$ cat config.mk
export PLATFORM = sky130hd
export DESIGN_NAME = eei_event_mask
export DESIGN_NICKNAME = d
export VERILOG_FILES = /design/src/common/eei_pkg.sv /design/src/hdl/eei_change_det.sv /design/src/hdl/eei_wb_slave.sv /design/src/hdl/eei_event_mask.sv
export SDC_FILE = /design/constraint.sdc
export NUM_CORES = 1
export LEC_CHECK = 0
export BUFFER_PORTS_ARGS = -buffer_cell sky130_fd_sc_hd__buf_4
export CAP_MARGIN = 10
export CORE_MARGIN = 5
export CORE_UTILIZATION = 40
export CTS_CLUSTER_SIZE = 30
export DETAILED_ROUTE_END_ITERATION = 6
export PLACE_DENSITY = 0.65
export SLEW_MARGIN = 20
export SYNTH_ARGS = -nofsm -noshare
export SYNTH_HDL_FRONTEND = slang
export SYNTH_SLANG_ARGS = --single-unit
$ cat constraint.sdc
create_clock -name CLK -period 3.1 [get_ports CLK]
set_clock_uncertainty 0.05 [all_clocks]
set_input_delay 0.465 -clock CLK [delete_from_list [all_inputs] [get_ports CLK]]
set_output_delay 0.465 -clock CLK [all_outputs]
set_load 0.02 [all_outputs]
$ cat src/common/eei_pkg.sv
package eei_pkg;

    // Bus geometry.
    localparam int unsigned DATA_W      = 32;
    localparam int unsigned SEL_W       = 4;
    localparam int unsigned BYTE_W      = 8;
    localparam int unsigned ADR_W       = 18;
    localparam int unsigned ADR_IDX_LSB = 2;
    localparam int unsigned IDX_W       = 16;

    // Register indices; the byte address is four times the index.
    localparam logic [IDX_W-1:0] ENABLE_IDX = 16'he50a;
    localparam logic [IDX_W-1:0] STATUS_IDX = 16'he580;
    localparam logic [IDX_W-1:0] MEASUREMENT_MODE_REG_IDX  = 16'he581;
    localparam logic [IDX_W-1:0] PULSE_OUTPUT_MODE_REG_IDX = 16'he582;

    // Event and enable bit positions, shared by status and enable.
    localparam int unsigned EV_W          = 19;
    localparam int unsigned EN_TOT_ACT    = 0;
    localparam int unsigned EN_FUND_ACT   = 1;
    localparam int unsigned EN_TOT_REACT  = 2;
    localparam int unsigned EN_FUND_REACT = 3;
    localparam int unsigned EN_APPARENT   = 4;
    localparam int unsigned EN_LINE_END   = 5;
    localparam int unsigned EN_ACT_A      = 6;
    localparam int unsigned EN_PSUM1      = 9;
    localparam int unsigned EN_REACT_A    = 10;
    localparam int unsigned EN_PSUM2      = 13;
    localparam int unsigned EN_PULSE1     = 14;
    localparam int unsigned EN_DSP_DONE   = 17;
    localparam int unsigned EN_PSUM3      = 18;

    // Layout of the change detector input vector.
    localparam int unsigned PHASES        = 3;
    localparam int unsigned DET_W         = 27;
    localparam int unsigned DET_TOT_ACT   = 0;
    localparam int unsigned DET_FUND_ACT  = 3;
    localparam int unsigned DET_TOT_REACT = 6;
    localparam int unsigned DET_FUND_REAC = 9;
    localparam int unsigned DET_APPARENT  = 12;
    localparam int unsigned DET_ACT_SIGN  = 15;
    localparam int unsigned DET_REA_SIGN  = 18;
    localparam int unsigned DET_PSUM      = 21;
    localparam int unsigned DET_PULSE     = 24;

    // Measurement mode and pulse output mode fields.
    localparam int unsigned MM_W         = 2;
    localparam int unsigned MM_ACT_SEL   = 0;
    localparam int unsigned MM_REACT_SEL = 1;
    localparam int unsigned CF_W         = 12;
    localparam int unsigned CF_SEL_W     = 3;
    localparam int unsigned CF_SEL1_LSB  = 0;
    localparam int unsigned CF_SEL2_LSB  = 3;
    localparam int unsigned CF_SEL3_LSB  = 6;
    localparam int unsigned CF_DIS1      = 9;
    localparam int unsigned CF_DIS2      = 10;
    localparam int unsigned CF_DIS3      = 11;

    // Reset values.
    localparam logic [DATA_W-1:0] ENABLE_RST = 32'h0000_0000;
    localparam logic [EV_W-1:0]   STATUS_RST = 19'h0_0000;
    localparam logic [MM_W-1:0]   MEASUREMENT_MODE_REG_RST  = 2'h0;
    localparam logic [CF_W-1:0]   PULSE_OUTPUT_MODE_REG_RST = 12'h000;
    localparam logic [PHASES-1:0] PULSE_IDLE = 3'h7;
    localparam logic [EV_W-1:0]   EV_MASK    = 19'h7_ffff;

    function automatic logic [DATA_W-1:0] eei_sel_mask(
        input logic [SEL_W-1:0] sel
    );
        logic [DATA_W-1:0] m;
        m = '0;
        for (int i = 0; i < SEL_W; i++) begin
            if (sel[i]) begin
                m[i*BYTE_W +: BYTE_W] = {BYTE_W{1'b1}};
            end
        end
        return m;
    endfunction : eei_sel_mask

    function automatic logic [DATA_W-1:0] eei_merge(
        input logic [DATA_W-1:0] old,
        input logic [DATA_W-1:0] wdat,
        input logic [SEL_W-1:0]  sel
    );
        logic [DATA_W-1:0] m;
        m = eei_sel_mask(sel);
        return (old & ~m) | (wdat & m);
    endfunction : eei_merge

endpackage : eei_pkg

$ cat src/hdl/eei_change_det.sv
`timescale 1ns/1ps
module eei_change_det #(
    parameter int unsigned W = 1
) (
    // Clock
    input  wire logic         clk,
    // Sampled levels and their edges
    input  wire logic [W-1:0] sample,
    output logic      [W-1:0] chg,
    output logic      [W-1:0] fall
);
    logic [W-1:0] prev;
    logic [W-1:0] next_prev;

    // The previous value also loads during reset, so no false edge
    // is seen at the release.
    always_comb begin
        next_prev = sample;
        chg       = sample ^ prev;
        fall      = prev & ~sample;
    end

    always_ff @(posedge clk) begin
        prev <= next_prev;
    end

endmodule : eei_change_det

$ cat src/hdl/eei_wb_slave.sv
`timescale 1ns/1ps
module eei_wb_slave
    import eei_pkg::*;
(
    // Clock and reset
    input  wire logic                   clk,
    input  wire logic                   reset,
    // Wishbone side
    input  wire logic [ADR_W-1:0]       adr_i,
    input  wire logic [DATA_W-1:0]      dat_i,
    input  wire logic [SEL_W-1:0]       sel_i,
    input  wire logic                   we_i,
    input  wire logic                   stb_i,
    input  wire logic                   cyc_i,
    output logic      [DATA_W-1:0]      dat_o,
    output logic                        ack_o,
    // Register file side
    output logic                        wr_stb,
    output logic      [IDX_W-1:0]       idx,
    output logic      [DATA_W-1:0]      wr_data,
    output logic      [SEL_W-1:0]       wr_sel,
    input  wire logic [DATA_W-1:0]      rd_data
);
    logic              req;
    logic              next_ack;
    logic [DATA_W-1:0] next_dat;

    always_comb begin
        idx      = adr_i[ADR_W-1:ADR_IDX_LSB];
        req      = cyc_i & stb_i;
        next_ack = req & ~ack_o;
        next_dat = next_ack ? rd_data : dat_o;
        // Writes land on the edge where the master samples ack.
        wr_stb   = req & we_i & ack_o;
        wr_data  = dat_i;
        wr_sel   = sel_i;
    end

    always_ff @(posedge clk) begin
        if (reset) begin
            ack_o <= 1'b0;
            dat_o <= '0;
        end else begin
            ack_o <= next_ack;
            dat_o <= next_dat;
        end
    end

endmodule : eei_wb_slave

$ cat src/hdl/eei_event_mask.sv
// The Wishbone interface to the registers was decided locally.
`timescale 1ns/1ps
// Functional notes
// - Enable bit 0: interrupt on bit 30 change of total active energy.
// - Enable bit 1: interrupt on bit 30 change of fundamental active.
// - Enable bit 2: interrupt on bit 30 change of total reactive.
// - Enable bit 3: interrupt on bit 30 change of fundamental reactive.
// - Enable bit 4: interrupt on bit 30 change of apparent energy.
// - Enable bit 5: interrupt at end of line-cycle accumulation.
// - Bits 6-8: active power sign change per phase; mode bit 0 picks.
// - Bits 10-12: reactive power sign change per phase; mode bit 1 picks.
// - Bits 9, 13, 18: pulse datapath 1-3 summed power sign change.
// - Bits 14-16: falling edge of pulse datapath 1-3.
// - Pulse interrupts still fire with pins disabled by bits 9-11.
// - Pulse mode fields [2:0], [5:3], [8:6] pick each output's power.
// - Enable bit 17: interrupt when the 8 kHz DSP cycle completes.
// - Enable bits 31:19 do nothing; all enable bits reset to zero.
module eei_event_mask (
    // Clock and reset
    input  wire logic                          CLK,
    input  wire logic                          RESET,
    // Wishbone slave
    input  wire logic [eei_pkg::ADR_W-1:0]     ADR_I,
    input  wire logic [eei_pkg::DATA_W-1:0]    DAT_I,
    input  wire logic [eei_pkg::SEL_W-1:0]     SEL_I,
    input  wire logic                          WE_I,
    input  wire logic                          STB_I,
    input  wire logic                          CYC_I,
    output logic      [eei_pkg::DATA_W-1:0]    DAT_O,
    output logic                               ACK_O,
    // Energy accumulator bit 30, one bit per phase A, B, C
    input  wire logic [eei_pkg::PHASES-1:0]    TOT_ACT_ENERGY_B30,
    input  wire logic [eei_pkg::PHASES-1:0]    FUND_ACT_ENERGY_B30,
    input  wire logic [eei_pkg::PHASES-1:0]    TOT_REACT_ENERGY_B30,
    input  wire logic [eei_pkg::PHASES-1:0]    FUND_REACT_ENERGY_B30,
    input  wire logic [eei_pkg::PHASES-1:0]    APPARENT_ENERGY_B30,
    // Sequencer pulses
    input  wire logic                          LINE_CYCLE_END,
    input  wire logic                          DSP_CYCLE_DONE,
    // Power signs, one bit per phase, 1 means negative
    input  wire logic [eei_pkg::PHASES-1:0]    ACT_SIGN_TOTAL,
    input  wire logic [eei_pkg::PHASES-1:0]    ACT_SIGN_FUND,
    input  wire logic [eei_pkg::PHASES-1:0]    REACT_SIGN_TOTAL,
    input  wire logic [eei_pkg::PHASES-1:0]    REACT_SIGN_FUND,
    input  wire logic [eei_pkg::PHASES-1:0]    PULSE_SUM_SIGN,
    // Pulse datapaths, active low, before the pin disable
    input  wire logic [eei_pkg::PHASES-1:0]    PULSE_RAW,
    // Pulse output pins and their power selects
    output logic      [eei_pkg::PHASES-1:0]    PULSE_OUTPUT,
    output logic      [eei_pkg::CF_SEL_W-1:0]  PULSE1_POWER_SELECT,
    output logic      [eei_pkg::CF_SEL_W-1:0]  PULSE2_POWER_SELECT,
    output logic      [eei_pkg::CF_SEL_W-1:0]  PULSE3_POWER_SELECT,
    // Interrupt request, level, active high
    output logic                               IRQ
);
    import eei_pkg::*;

    logic                 wr_stb;
    logic [IDX_W-1:0]     idx;
    logic [DATA_W-1:0]    wr_data;
    logic [SEL_W-1:0]     wr_sel;
    logic [DATA_W-1:0]    rd_data;

    logic [DATA_W-1:0]    enable;
    logic [DATA_W-1:0]    next_enable;
    logic [EV_W-1:0]      status;
    logic [EV_W-1:0]      next_status;
    logic [MM_W-1:0]      measurement_mode_reg;
    logic [MM_W-1:0]      next_measurement_mode_reg;
    logic [CF_W-1:0]      pulse_output_mode_reg;
    logic [CF_W-1:0]      next_pulse_output_mode_reg;
    logic [PHASES-1:0]    next_pulse_pin;

    logic [PHASES-1:0]    act_sign;
    logic [PHASES-1:0]    react_sign;
    logic [DET_W-1:0]     det_in;
    logic [DET_W-1:0]     det_chg;
    logic [DET_W-1:0]     det_fall;
    logic [EV_W-1:0]      ev;
    logic [EV_W-1:0]      clr;
    logic [PHASES-1:0]    pin_dis;
    logic [DATA_W-1:0]    lane_mask;
    logic [DATA_W-1:0]    cf_merged;

    eei_wb_slave u_bus (
        .clk     (CLK),
        .reset   (RESET),
        .adr_i   (ADR_I),
        .dat_i   (DAT_I),
        .sel_i   (SEL_I),
        .we_i    (WE_I),
        .stb_i   (STB_I),
        .cyc_i   (CYC_I),
        .dat_o   (DAT_O),
        .ack_o   (ACK_O),
        .wr_stb  (wr_stb),
        .idx     (idx),
        .wr_data (wr_data),
        .wr_sel  (wr_sel),
        .rd_data (rd_data)
    );

    // Sign source selection happens before the edge detector, so a
    // change of mode while the two sources differ raises an event.
    always_comb begin
        act_sign   = measurement_mode_reg[MM_ACT_SEL] ? ACT_SIGN_FUND : ACT_SIGN_TOTAL;
        react_sign = measurement_mode_reg[MM_REACT_SEL] ? REACT_SIGN_FUND
                                         : REACT_SIGN_TOTAL;
        det_in = {PULSE_RAW, PULSE_SUM_SIGN, react_sign, act_sign,
                  APPARENT_ENERGY_B30, FUND_REACT_ENERGY_B30,
                  TOT_REACT_ENERGY_B30, FUND_ACT_ENERGY_B30,
                  TOT_ACT_ENERGY_B30};
    end

    eei_change_det #(
        .W (DET_W)
    ) u_det (
        .clk    (CLK),
        .sample (det_in),
        .chg    (det_chg),
        .fall   (det_fall)
    );

    // Event vector in the status and enable layout.
    always_comb begin
        ev = '0;
        ev[EN_TOT_ACT]    = |det_chg[DET_TOT_ACT +: PHASES];
        ev[EN_FUND_ACT]   = |det_chg[DET_FUND_ACT +: PHASES];
        ev[EN_TOT_REACT]  = |det_chg[DET_TOT_REACT +: PHASES];
        ev[EN_FUND_REACT] = |det_chg[DET_FUND_REAC +: PHASES];
        ev[EN_APPARENT]   = |det_chg[DET_APPARENT +: PHASES];
        ev[EN_LINE_END]   = LINE_CYCLE_END;
        ev[EN_ACT_A +: PHASES]   = det_chg[DET_ACT_SIGN +: PHASES];
        ev[EN_REACT_A +: PHASES] = det_chg[DET_REA_SIGN +: PHASES];
        ev[EN_PSUM1] = det_chg[DET_PSUM];
        ev[EN_PSUM2] = det_chg[DET_PSUM + 1];
        ev[EN_PSUM3] = det_chg[DET_PSUM + 2];
        // Taken from the datapath, ahead of the pin disable.
        ev[EN_PULSE1 +: PHASES] = det_fall[DET_PULSE +: PHASES];
        ev[EN_DSP_DONE] = DSP_CYCLE_DONE;
    end

    // Register writes and status flags.
    always_comb begin
        next_enable = enable;
        next_measurement_mode_reg  = measurement_mode_reg;
        next_pulse_output_mode_reg = pulse_output_mode_reg;
        clr         = '0;
        lane_mask   = eei_sel_mask(wr_sel);
        cf_merged   = eei_merge({{(DATA_W-CF_W){1'b0}}, pulse_output_mode_reg},
                                wr_data, wr_sel);
        if (wr_stb) begin
            unique case (idx)
                ENABLE_IDX: begin
                    next_enable = eei_merge(enable, wr_data, wr_sel)
                                  & {{(DATA_W-EV_W){1'b0}}, EV_MASK};
                end
                STATUS_IDX: begin
                    clr = wr_data[EV_W-1:0] & lane_mask[EV_W-1:0];
                end
                MEASUREMENT_MODE_REG_IDX: begin
                    next_measurement_mode_reg = (wr_data[MM_W-1:0] & lane_mask[MM_W-1:0])
                               | (measurement_mode_reg & ~lane_mask[MM_W-1:0]);
                end
                PULSE_OUTPUT_MODE_REG_IDX: begin
                    next_pulse_output_mode_reg = cf_merged[CF_W-1:0];
                end
                default: begin
                end
            endcase
        end
        // An event in the same cycle as its clear keeps the flag set,
        // and flags set whatever the enable says.
        next_status = (status & ~clr) | ev;
    end

    // Pin disable holds the pin high; the datapath keeps running.
    always_comb begin
        pin_dis        = {pulse_output_mode_reg[CF_DIS3], pulse_output_mode_reg[CF_DIS2], pulse_output_mode_reg[CF_DIS1]};
        next_pulse_pin = PULSE_RAW | pin_dis;
    end

    always_ff @(posedge CLK) begin
        if (RESET) begin
            enable       <= ENABLE_RST;
            status       <= STATUS_RST;
            measurement_mode_reg        <= MEASUREMENT_MODE_REG_RST;
            pulse_output_mode_reg       <= PULSE_OUTPUT_MODE_REG_RST;
            PULSE_OUTPUT <= PULSE_IDLE;
        end else begin
            enable       <= next_enable;
            status       <= next_status;
            measurement_mode_reg        <= next_measurement_mode_reg;
            pulse_output_mode_reg       <= next_pulse_output_mode_reg;
            PULSE_OUTPUT <= next_pulse_pin;
        end
    end

    // Read mux; unmapped indices read as zero.
    always_comb begin
        unique case (idx)
            ENABLE_IDX: rd_data = enable;
            STATUS_IDX: rd_data = {{(DATA_W-EV_W){1'b0}}, status};
            MEASUREMENT_MODE_REG_IDX:  rd_data = {{(DATA_W-MM_W){1'b0}}, measurement_mode_reg};
            PULSE_OUTPUT_MODE_REG_IDX: rd_data = {{(DATA_W-CF_W){1'b0}}, pulse_output_mode_reg};
            default:    rd_data = '0;
        endcase
    end

    always_comb begin
        PULSE1_POWER_SELECT = pulse_output_mode_reg[CF_SEL1_LSB +: CF_SEL_W];
        PULSE2_POWER_SELECT = pulse_output_mode_reg[CF_SEL2_LSB +: CF_SEL_W];
        PULSE3_POWER_SELECT = pulse_output_mode_reg[CF_SEL3_LSB +: CF_SEL_W];
        IRQ = |(status & enable[EV_W-1:0]);
    end
endmodule : eei_event_mask

-- Word-level counts from Yosys, hierarchy flattened
Index checks and enable logic that the tools add are counted.
W data, S select, Z words.
- word-level logic and storage cells: 61
- flip-flop bits (word level): 115
- reduce and logical (&&, ||, !) cells: 9
- equality and inequality tests: 4
- bitwise operators: 26
- multiplexer cells: 14
- operator list (kind ; number):
    $and A19 B19 Y19 ; 5
    $pmux W19 S4 ; 1
    $eq A16 B16 Y1 const B ; 4
    $mux W8 ; 6
    $mux W19 ; 2
    $not A19 Y19 ; 2
    $or A19 B19 Y19 ; 2
    $and A27 B27 Y27 ; 1
    $not A27 Y27 ; 1
    $and A12 B12 Y12 ; 2
    $xor A24 B24 Y24 ; 1
    $reduce_or A19 Y1 ; 1
    $mux W3 ; 5
    $reduce_or A3 Y1 ; 5
    $not A12 Y12 ; 1
    $or A12 B12 Y12 ; 1
    $reduce_and A2 Y1 ; 3
    $and A1 B1 Y1 ; 4
    $and A2 B2 Y2 ; 2
    $or A3 B3 Y3 ; 1
    $not A2 Y2 ; 1
    $or A2 B2 Y2 ; 1
    $not A1 Y1 ; 1

-- Longest topological paths before layout
Gate-level depths: netlist (run 1).
- depth after elaboration: 7
- depth in mapped cells: 7
- gate-level depth less buffers: 4

-- By module
A second synthesis (run 1) with hierarchy kept.
- cells, all modules: 654
- area, all modules: 5801.8 um2
- by module, submodules not included (module ; area an instance (um2) ; cells each ; times used ; seq. area each (um2)):
    eei_event_mask ; 2825.2 ; 351 ; 1 ; 1101.1
    eei_wb_slave ; 1895.6 ; 195 ; 1 ; 660.6
    eei_change_det ; 1081.0 ; 108 ; 1 ; 540.5

-- Worst setup path before layout (run 1)
OpenSTA, ideal clock, no wires.
- kind: in2reg
- from: in ADR_I[7] in the netlist's numbering
- to: reg status[10]
- arrival time: 2111 ps
- data required time: 2918 ps
- slack: 807 ps
- stages: 7
- setup time: 132 ps
- cell sequence: or4b_1 buf_6 or4_4 buf_6 buf_6 o21ai_2 a21oi_1
- word-level cells in the longest chain between the ends: 6
- RTL lines (what ; RTL line ; source):
    start: declaration ; eei_event_mask.sv:23 ; input wire logic [eei_pkg::ADR_W-1:0] ADR_I,
    $eq A16 B16 Y1 ; eei_event_mask.sv:153 ; unique case (idx)
    $mux W19 ; eei_event_mask.sv:153 ;
    $mux W19 ; eei_event_mask.sv:152 ; if (wr_stb) begin
    $not A19 Y19 ; eei_event_mask.sv:174 ; next_status = (status & ~clr) | ev;
    $and A19 B19 Y19 ; eei_event_mask.sv:174 ;
    $or A19 B19 Y19 ; eei_event_mask.sv:174 ;
    end signal: assignment ; eei_event_mask.sv:192 ; status <= next_status;
    end: declaration ; eei_event_mask.sv:66 ; logic [EV_W-1:0] status;
Every way passes these cells.
A chain may end at the register's enable or synchronous reset.

==> results.toml, run 1 <==
[run_status]
status = "complete, no violations"

[die]
initial_utilization = 0.4029
io_pins = 140
num_rows = 38
coreArea_sq_mm = 0.01070
die_w_um = 113.8
die-area_sq_mm = 0.01295
fp.dieH_um = 113.8

[placed_design]
place_congestion = 0.8594
place_area_sq_mm = 0.005085
dp_cells = 679
io_buffers = 110
dp_hpwl_mm = 8.592

[final_layout]
final_cell_mix = "buf_4 (117), dfxtp_1 (102), a21oi_1 (51), nand3_1 (47), o21ai_0 (34)"
stdcell_count = 695
diodes = 0
drive_gt1_frac = 0.2775
layout.cells.most_common = "buf_4"
nets = 644
synthToLayoutAreaGrowth_pct = 22.93
final_cell_area_sq_mm = 0.005299
fin_util = 0.4953

[worst_setup_path]
cp_num_buf_inv = 1
setup.worst_path.end_class = "register"
critical-path-top-delay-family = "simple AND/OR/NAND/NOR gates"
crit_fanout = 12
cpPeakStageDelay_ns = 0.77
arrival_ns = 2.44
ff2ff_setup_slack_ns = 1.08
crit_chain = "buf_4, or4b_1, or4_1, o21ai_0, a21oi_1"
cp_data_required_time_ns = 3.28
slowest_stage = "or4_1"
critical_path_class = "primary input to register"
cp-start-kind = "primary input"

[timing]
report.final.slew_viol_count = 0
max_freq_mhz = 442.4
slew_headroom = 0.5406
setup_viol = 0
period_needed_ns = 2.260
hold_viol_final = 0
rsz0062_at_grt = "false"
worstMarginPinSlew_ns = 0.6892
fin_crit_sh = 0.7291
tns_ns = 0

[synth]
synth_area_sq_mm = 0.004310
synth_top_area_frac = 0.4737
synth_cell_type_count = 41
yosys-top-cells-area = "dfxtp_1 (47%), a21oi_1 (5.9%), nand3_1 (5.5%), a22oi_1 (4.7%), buf_4 (4.0%)"
yosys.area.top_type = "dfxtp_1"
synth_flop_cell = "dfxtp_1"
ys_async_sr_fraction = 0
synth_edf_count = 0
synth_seq_cells = 102
synth_warnings = 0
synth_cells = 467
seq_area_frac_synth = 0.4737
syn_avg_cell_area_sq_um = 9.230

[clock_tree]
cts_resized = 0
insertion_delay_ns = 0.36
clk_pin_slew_ns = 0.11
htreeDepth = 3
numCtsBuffers = 9
cts_num_sinks = 102
cts_tree = "built"
clockBufferDepth = 2
cts-hold-fix-buffers = 0
post_cts_buffers = 0
root_buffer = "clkbuf_8"

[detailed_routing]
wl_per_cell_um = 16.82
first_pass_iters = 5
via_per_inst = 5.363
drt_iter0_drc = 209
routed-via-count = 3727
antenna_left = 0
routed_wl_mm = 11.69
route.detailed.drc = 0

[power]
max-vdd-ir-drop_mv = 0.3360
leakage_uw = 0.001975
p_per_area_mw_per_mm2 = 470.1

[worst_hold_path]
min_path_type = "primary input to register"

[global_routing]
grtUsageTotal = 0.1805
antenna_found_initial = 0
first_global_vias = 3556
overflow = 0
grt_max_degree = 59
grt_first_pass_wirelength_mm = 18.60

[flow_run]
cap_viol_max_count = 0
[cells in the mapped netlist (2+ instances only)]
cell / n
o21ai_2: 10
nand3_1: 47
buf_2: 7
mux2_2: 6
nand3b_1: 2
or4b_1: 3
a21oi_1: 51
nor2_1: 2
xor2_1: 15
a22oi_1: 27
o2bb2ai_1: 2
mux2i_1: 2
a32oi_1: 10
nand2_1: 17
clkbuf_1: 23
buf_4: 23
o21ai_1: 26
nor4_2: 2
nor3_1: 9
dfxtp_1: 102
or3_1: 4
or4_1: 2
nand2b_1: 4
buf_6: 4
nand4_1: 6
or4bb_1: 2
o21ai_0: 34
and2_1: 3
xnor2_1: 9
nor2b_1: 2
[layer usage]
metal	vias up	routed length, um	track usage	part of all wire
li1	1844	-	-	-
met1	1732	5149	0.2534	0.44
met2	131	5463	0.2799	0.47
met3	20	801	0.03183	0.069
met4	0	274	0.06334	0.023
met5	-	0	0	0
[area by class of cell]
class                   count  area, sq um
inverters                   1        3.754
well taps                 140        175.2
flip-flops and latches    102         2042
clock inverters             7        90.09
clock buffers               9        123.9
multi-input cells         319         1986
fillers                  1043         5399
repair buffers            117        878.3
[worst reg2reg max path: cells and delay by family (launching register included)]
family          cells  cell delay [ns]
simple gates        3             1.05
buf+inv             1             0.33
flops               1             0.36
compound gates      1             0.18
[power breakdown]
group	internal, uW	switching, uW
combinational	109	107
sequential	1350	28.8
clock	395	500
[worst paths after layout]
check	startpoint	endpoint	cells after the start
worst min register to register	u_bus.dat_o[1]	u_bus.dat_o[1]	2
worst min-delay path	PULSE_RAW[1]	u_det.prev[25]	1
worst max register to register	u_bus.ack_o	register	5
worst max-delay path	ADR_I[7]	register	5
[cells by family (layout without fill, tap and decap cells)]
logic type,Yosys count,in the layout,share of synthesized area
muxes,8,8,0.02032
buffers and inverters,58,134,0.07953
DFF,102,102,0.4737
and+or+nand+nor,112,112,0.1518
other,1,13,0.0008700
xor gates and xnor gates,24,24,0.04877
AOI/OAI and AO/OA,162,162,0.2250
[through the flow]
| stage | power, uW | hold WS [ns] | worst slack [ns] |
|---|---|---|---|
| 6_report | 2491 | 0.1511 | 0.8397 |
| 5_1_grt | 2592 | 0.1376 | 0.7153 |
| 4_1_cts | 2512 | 0.1441 | 0.8440 |
| 3_5_place_dp | 1627 | 0.4033 | 0.4534 |
| 3_3_place_gp | 1621 | 0.4016 | 0.5069 |
| 2_1_floorplan | 1517 | 0.3807 | 0.8066 |
(Power assumes the default switching activity.)
==> run 2: changes to the inputs <==
ABC_AREA = 1   (was not set)
clock period = 2.2 ns   (was 3.1 ns; I/O delays follow)
==> run 2 against run 1 <==
Against the previous run:
- count of clock-buffer cells in the layout up 2
- routed wire length fell by 9.1%
- register-to-register slack worse by 0.66 ns
- critical path type is now register to output port
- largest cell class unchanged
- largest power group unchanged
==> results.toml, run 2 <==
[detailed_routing]
drt_iter0_drc = 211
via_per_inst = 4.909
wl_per_cell_um = 13.61
routed-via-count = 3834
routed_wl_mm = 10.63
antenna_left = 0
first_pass_iters = 5
route.detailed.drc = 0

[die]
num_rows = 37
initial_utilization = 0.4129
coreArea_sq_mm = 0.01042
fp.dieH_um = 113.7
io_pins = 140
die-area_sq_mm = 0.01292
die_w_um = 113.7

[final_layout]
synthToLayoutAreaGrowth_pct = 23.28
fill_cells = 1030
fin_util = 0.5089
nets = 734
layout.cells.most_common = "nand2_1"
stdcell_count = 781
final_cell_mix = "nand2_1 (140), buf_4 (116), dfxtp_1 (102), a21oi_1 (71), nand3_1 (34)"
diodes = 0
drive_gt1_frac = 0.2419

[global_routing]
grtUsageTotal = 0.1631
grt_max_degree = 54
grt_first_pass_wirelength_mm = 16.95
antenna_found_initial = 0
first_global_vias = 3593
overflow = 0

[power]
p_sw_frac = 0.2370
clkPwrFrac = 0.345
intPower_uw = 2612
p_per_area_mw_per_mm2 = 645.7
seqPwrFrac = 0.566
p_sw_uw = 811.3
leakage_uw = 0.002305
power_frac_comb = 0.089
max-vdd-ir-drop_mv = 0.3890

[clock_tree]
htreeDepth = 3
cts_tree = "built"
cts-hold-fix-buffers = 0
root_buffer = "clkbuf_8"
cts_resized = 0
post_cts_buffers = 0
clk_pin_slew_ns = 0.09
clockBufferDepth = 2
cts_num_sinks = 102
numCtsBuffers = 9
insertion_delay_ns = 0.36

[worst_hold_path]
min_path_type = "primary input to register"

[timing]
rsz0062_at_grt = "false"
setup_viol = 0
slew_headroom = 0.5651
layout_setup_ws_ns = 0.3706
worstMarginPinSlew_ns = 0.6517
report.final.slew_viol_count = 0
fin_crit_sh = 0.8315
hold_viol_final = 0
period_needed_ns = 1.829
tns_ns = 0
whs_ns = 0.02855
max_freq_mhz = 546.6

[synth]
synth_most_common_cell = "nand2_1"
ys_async_sr_fraction = 0
yosys.area.top_type = "dfxtp_1"
synth_cells = 544
synth_top_family_by_area = "simple AND/OR/NAND/NOR gates"
netlist_top_cells_count = "nand2_1 (140), dfxtp_1 (102), a21oi_1 (71)"
synth_area_sq_mm = 0.004300
syn_avg_cell_area_sq_um = 7.905
synth_edf_count = 0
muxShareOfSynthArea = 0.01571
synth_top_area_frac = 0.4748
yosys.area_share.simple = 0.2252
synth_warnings = 0
yosys.area_share.xor_xnor = 0.04888
synth_seq_cells = 102
synth_fa_ha_area_frac = 0
synth_cell_type_count = 28
seq_area_frac_synth = 0.4748
synth_compound_area_frac = 0.1388
synth_flop_cell = "dfxtp_1"
yosys-top-cells-area = "dfxtp_1 (47%), nand2_1 (12%), a21oi_1 (8.3%), buf_4 (4.0%), nand3_1 (4.0%)"

[placed_design]
place_congestion = 0.8455
place_ws_ns = 0.2173
dp_cells = 765
io_buffers = 110
dp_hpwl_mm = 8.009

[worst_setup_path]
cp_data_required_time_ns = 1.82
crit_fanout = 3
crit_chain = "nand2_1, nand2_1, a221oi_1, nand4_1, buf_4"
cp-start-kind = "register"
slowest_stage = "dfxtp_1"
setup.worst_path.end_class = "output port"
critical_path_class = "register to output port"
critPathMostFrequentCell = "nand2_1"
cpPeakStageDelay_ns = 0.34
arrival_ns = 1.45

[run_status]
status = "complete, no violations"

[flow_run]
cap_viol_max_count = 0
run 2: changes by cell type in the layout (fill, tap and decap cells not counted), moves of 14 or more:
cell / before / now
a21oi_1: 51 / 71
inv_1: 1 / 30
nand2_1: 17 / 140
nor2_1: 2 / 16
a22oi_1: 27 / 0
o21ai_1: 26 / 11
run 2: layout make-up:
type / instances / area, sq um / share of cell area
Clock buffer: 11 / 141.4 / 0.02667
Tap cell: 136 / 170.2 / 0.03210
Timing Repair Buffer: 116 / 870.8 / 0.1643
Sequential cell: 102 / 2042 / 0.3852
Multi-Input combinational cell: 378 / 1892 / 0.3569
Inverter: 33 / 126.4 / 0.02384
Clock inverter: 5 / 58.81 / 0.01109
run 2: worst max-delay path: cells and delay by family (launching register included):
| family | cells | cell delay [ns] |
|---|---|---|
| flip-flops | 1 | 0.34 |
| AO/OA/AOI/OAI | 1 | 0.27 |
| AND/OR/NAND/NOR | 3 | 0.30 |
| buffers and inverters | 1 | 0.19 |
run 2: path summary, 6_finish.rpt:
| path | startpoint | to | slack (ns) | cells after the start |
|---|---|---|---|---|
| max | status[10] | IRQ | 0.37 | 5 |
| min | TOT_ACT_ENERGY_B30[1] | u_det.prev[1] | 0.03 | 1 |
| max reg2reg | u_bus.ack_o | status[2] | 0.42 | 5 |
| min reg2reg | u_det.prev[25] | status[15] | 0.41 | 2 |
run 2: through the flow:
stage | power, uW | instance area, sq um
final | 3423 | 5301
after global routing | 3576 | 5301
after CTS | 3462 | 5301
after detailed placement | 2289 | 5101
after global placement | 2281 | 5101
after floorplan | 2144 | 4345
run 2: power by group through the flow:
stage               registers (uW)  logic [uW]  clock network, uW
floorplan                     1980         167                  0
global placement              1980         302                  0
detailed placement            1980         307                  0
CTS                           1940         309               1220
global route                  1950         337               1290
finish                        1940         305               1180
run 2: per-layer routing:
layer | track usage | vias to the layer above | wire [um]
met1 | 0.2010 | 1737 | 4368
met4 | 0.05769 | 0 | 206
li1 | - | 1937 | -
met3 | 0.05358 | 19 | 940
met2 | 0.2670 | 141 | 5116
met5 | 0 | - | 0
run 2: cell families (layout without fill, tap and decap cells):
family | count (synthesis) | in the layout
and+or+nand+nor | 218 | 218
muxes | 6 | 6
DFF | 102 | 102
buffers and inverters | 76 | 165
other | 1 | 13
AOI/OAI and AO/OA | 117 | 117
xor gates and xnor gates | 24 | 24
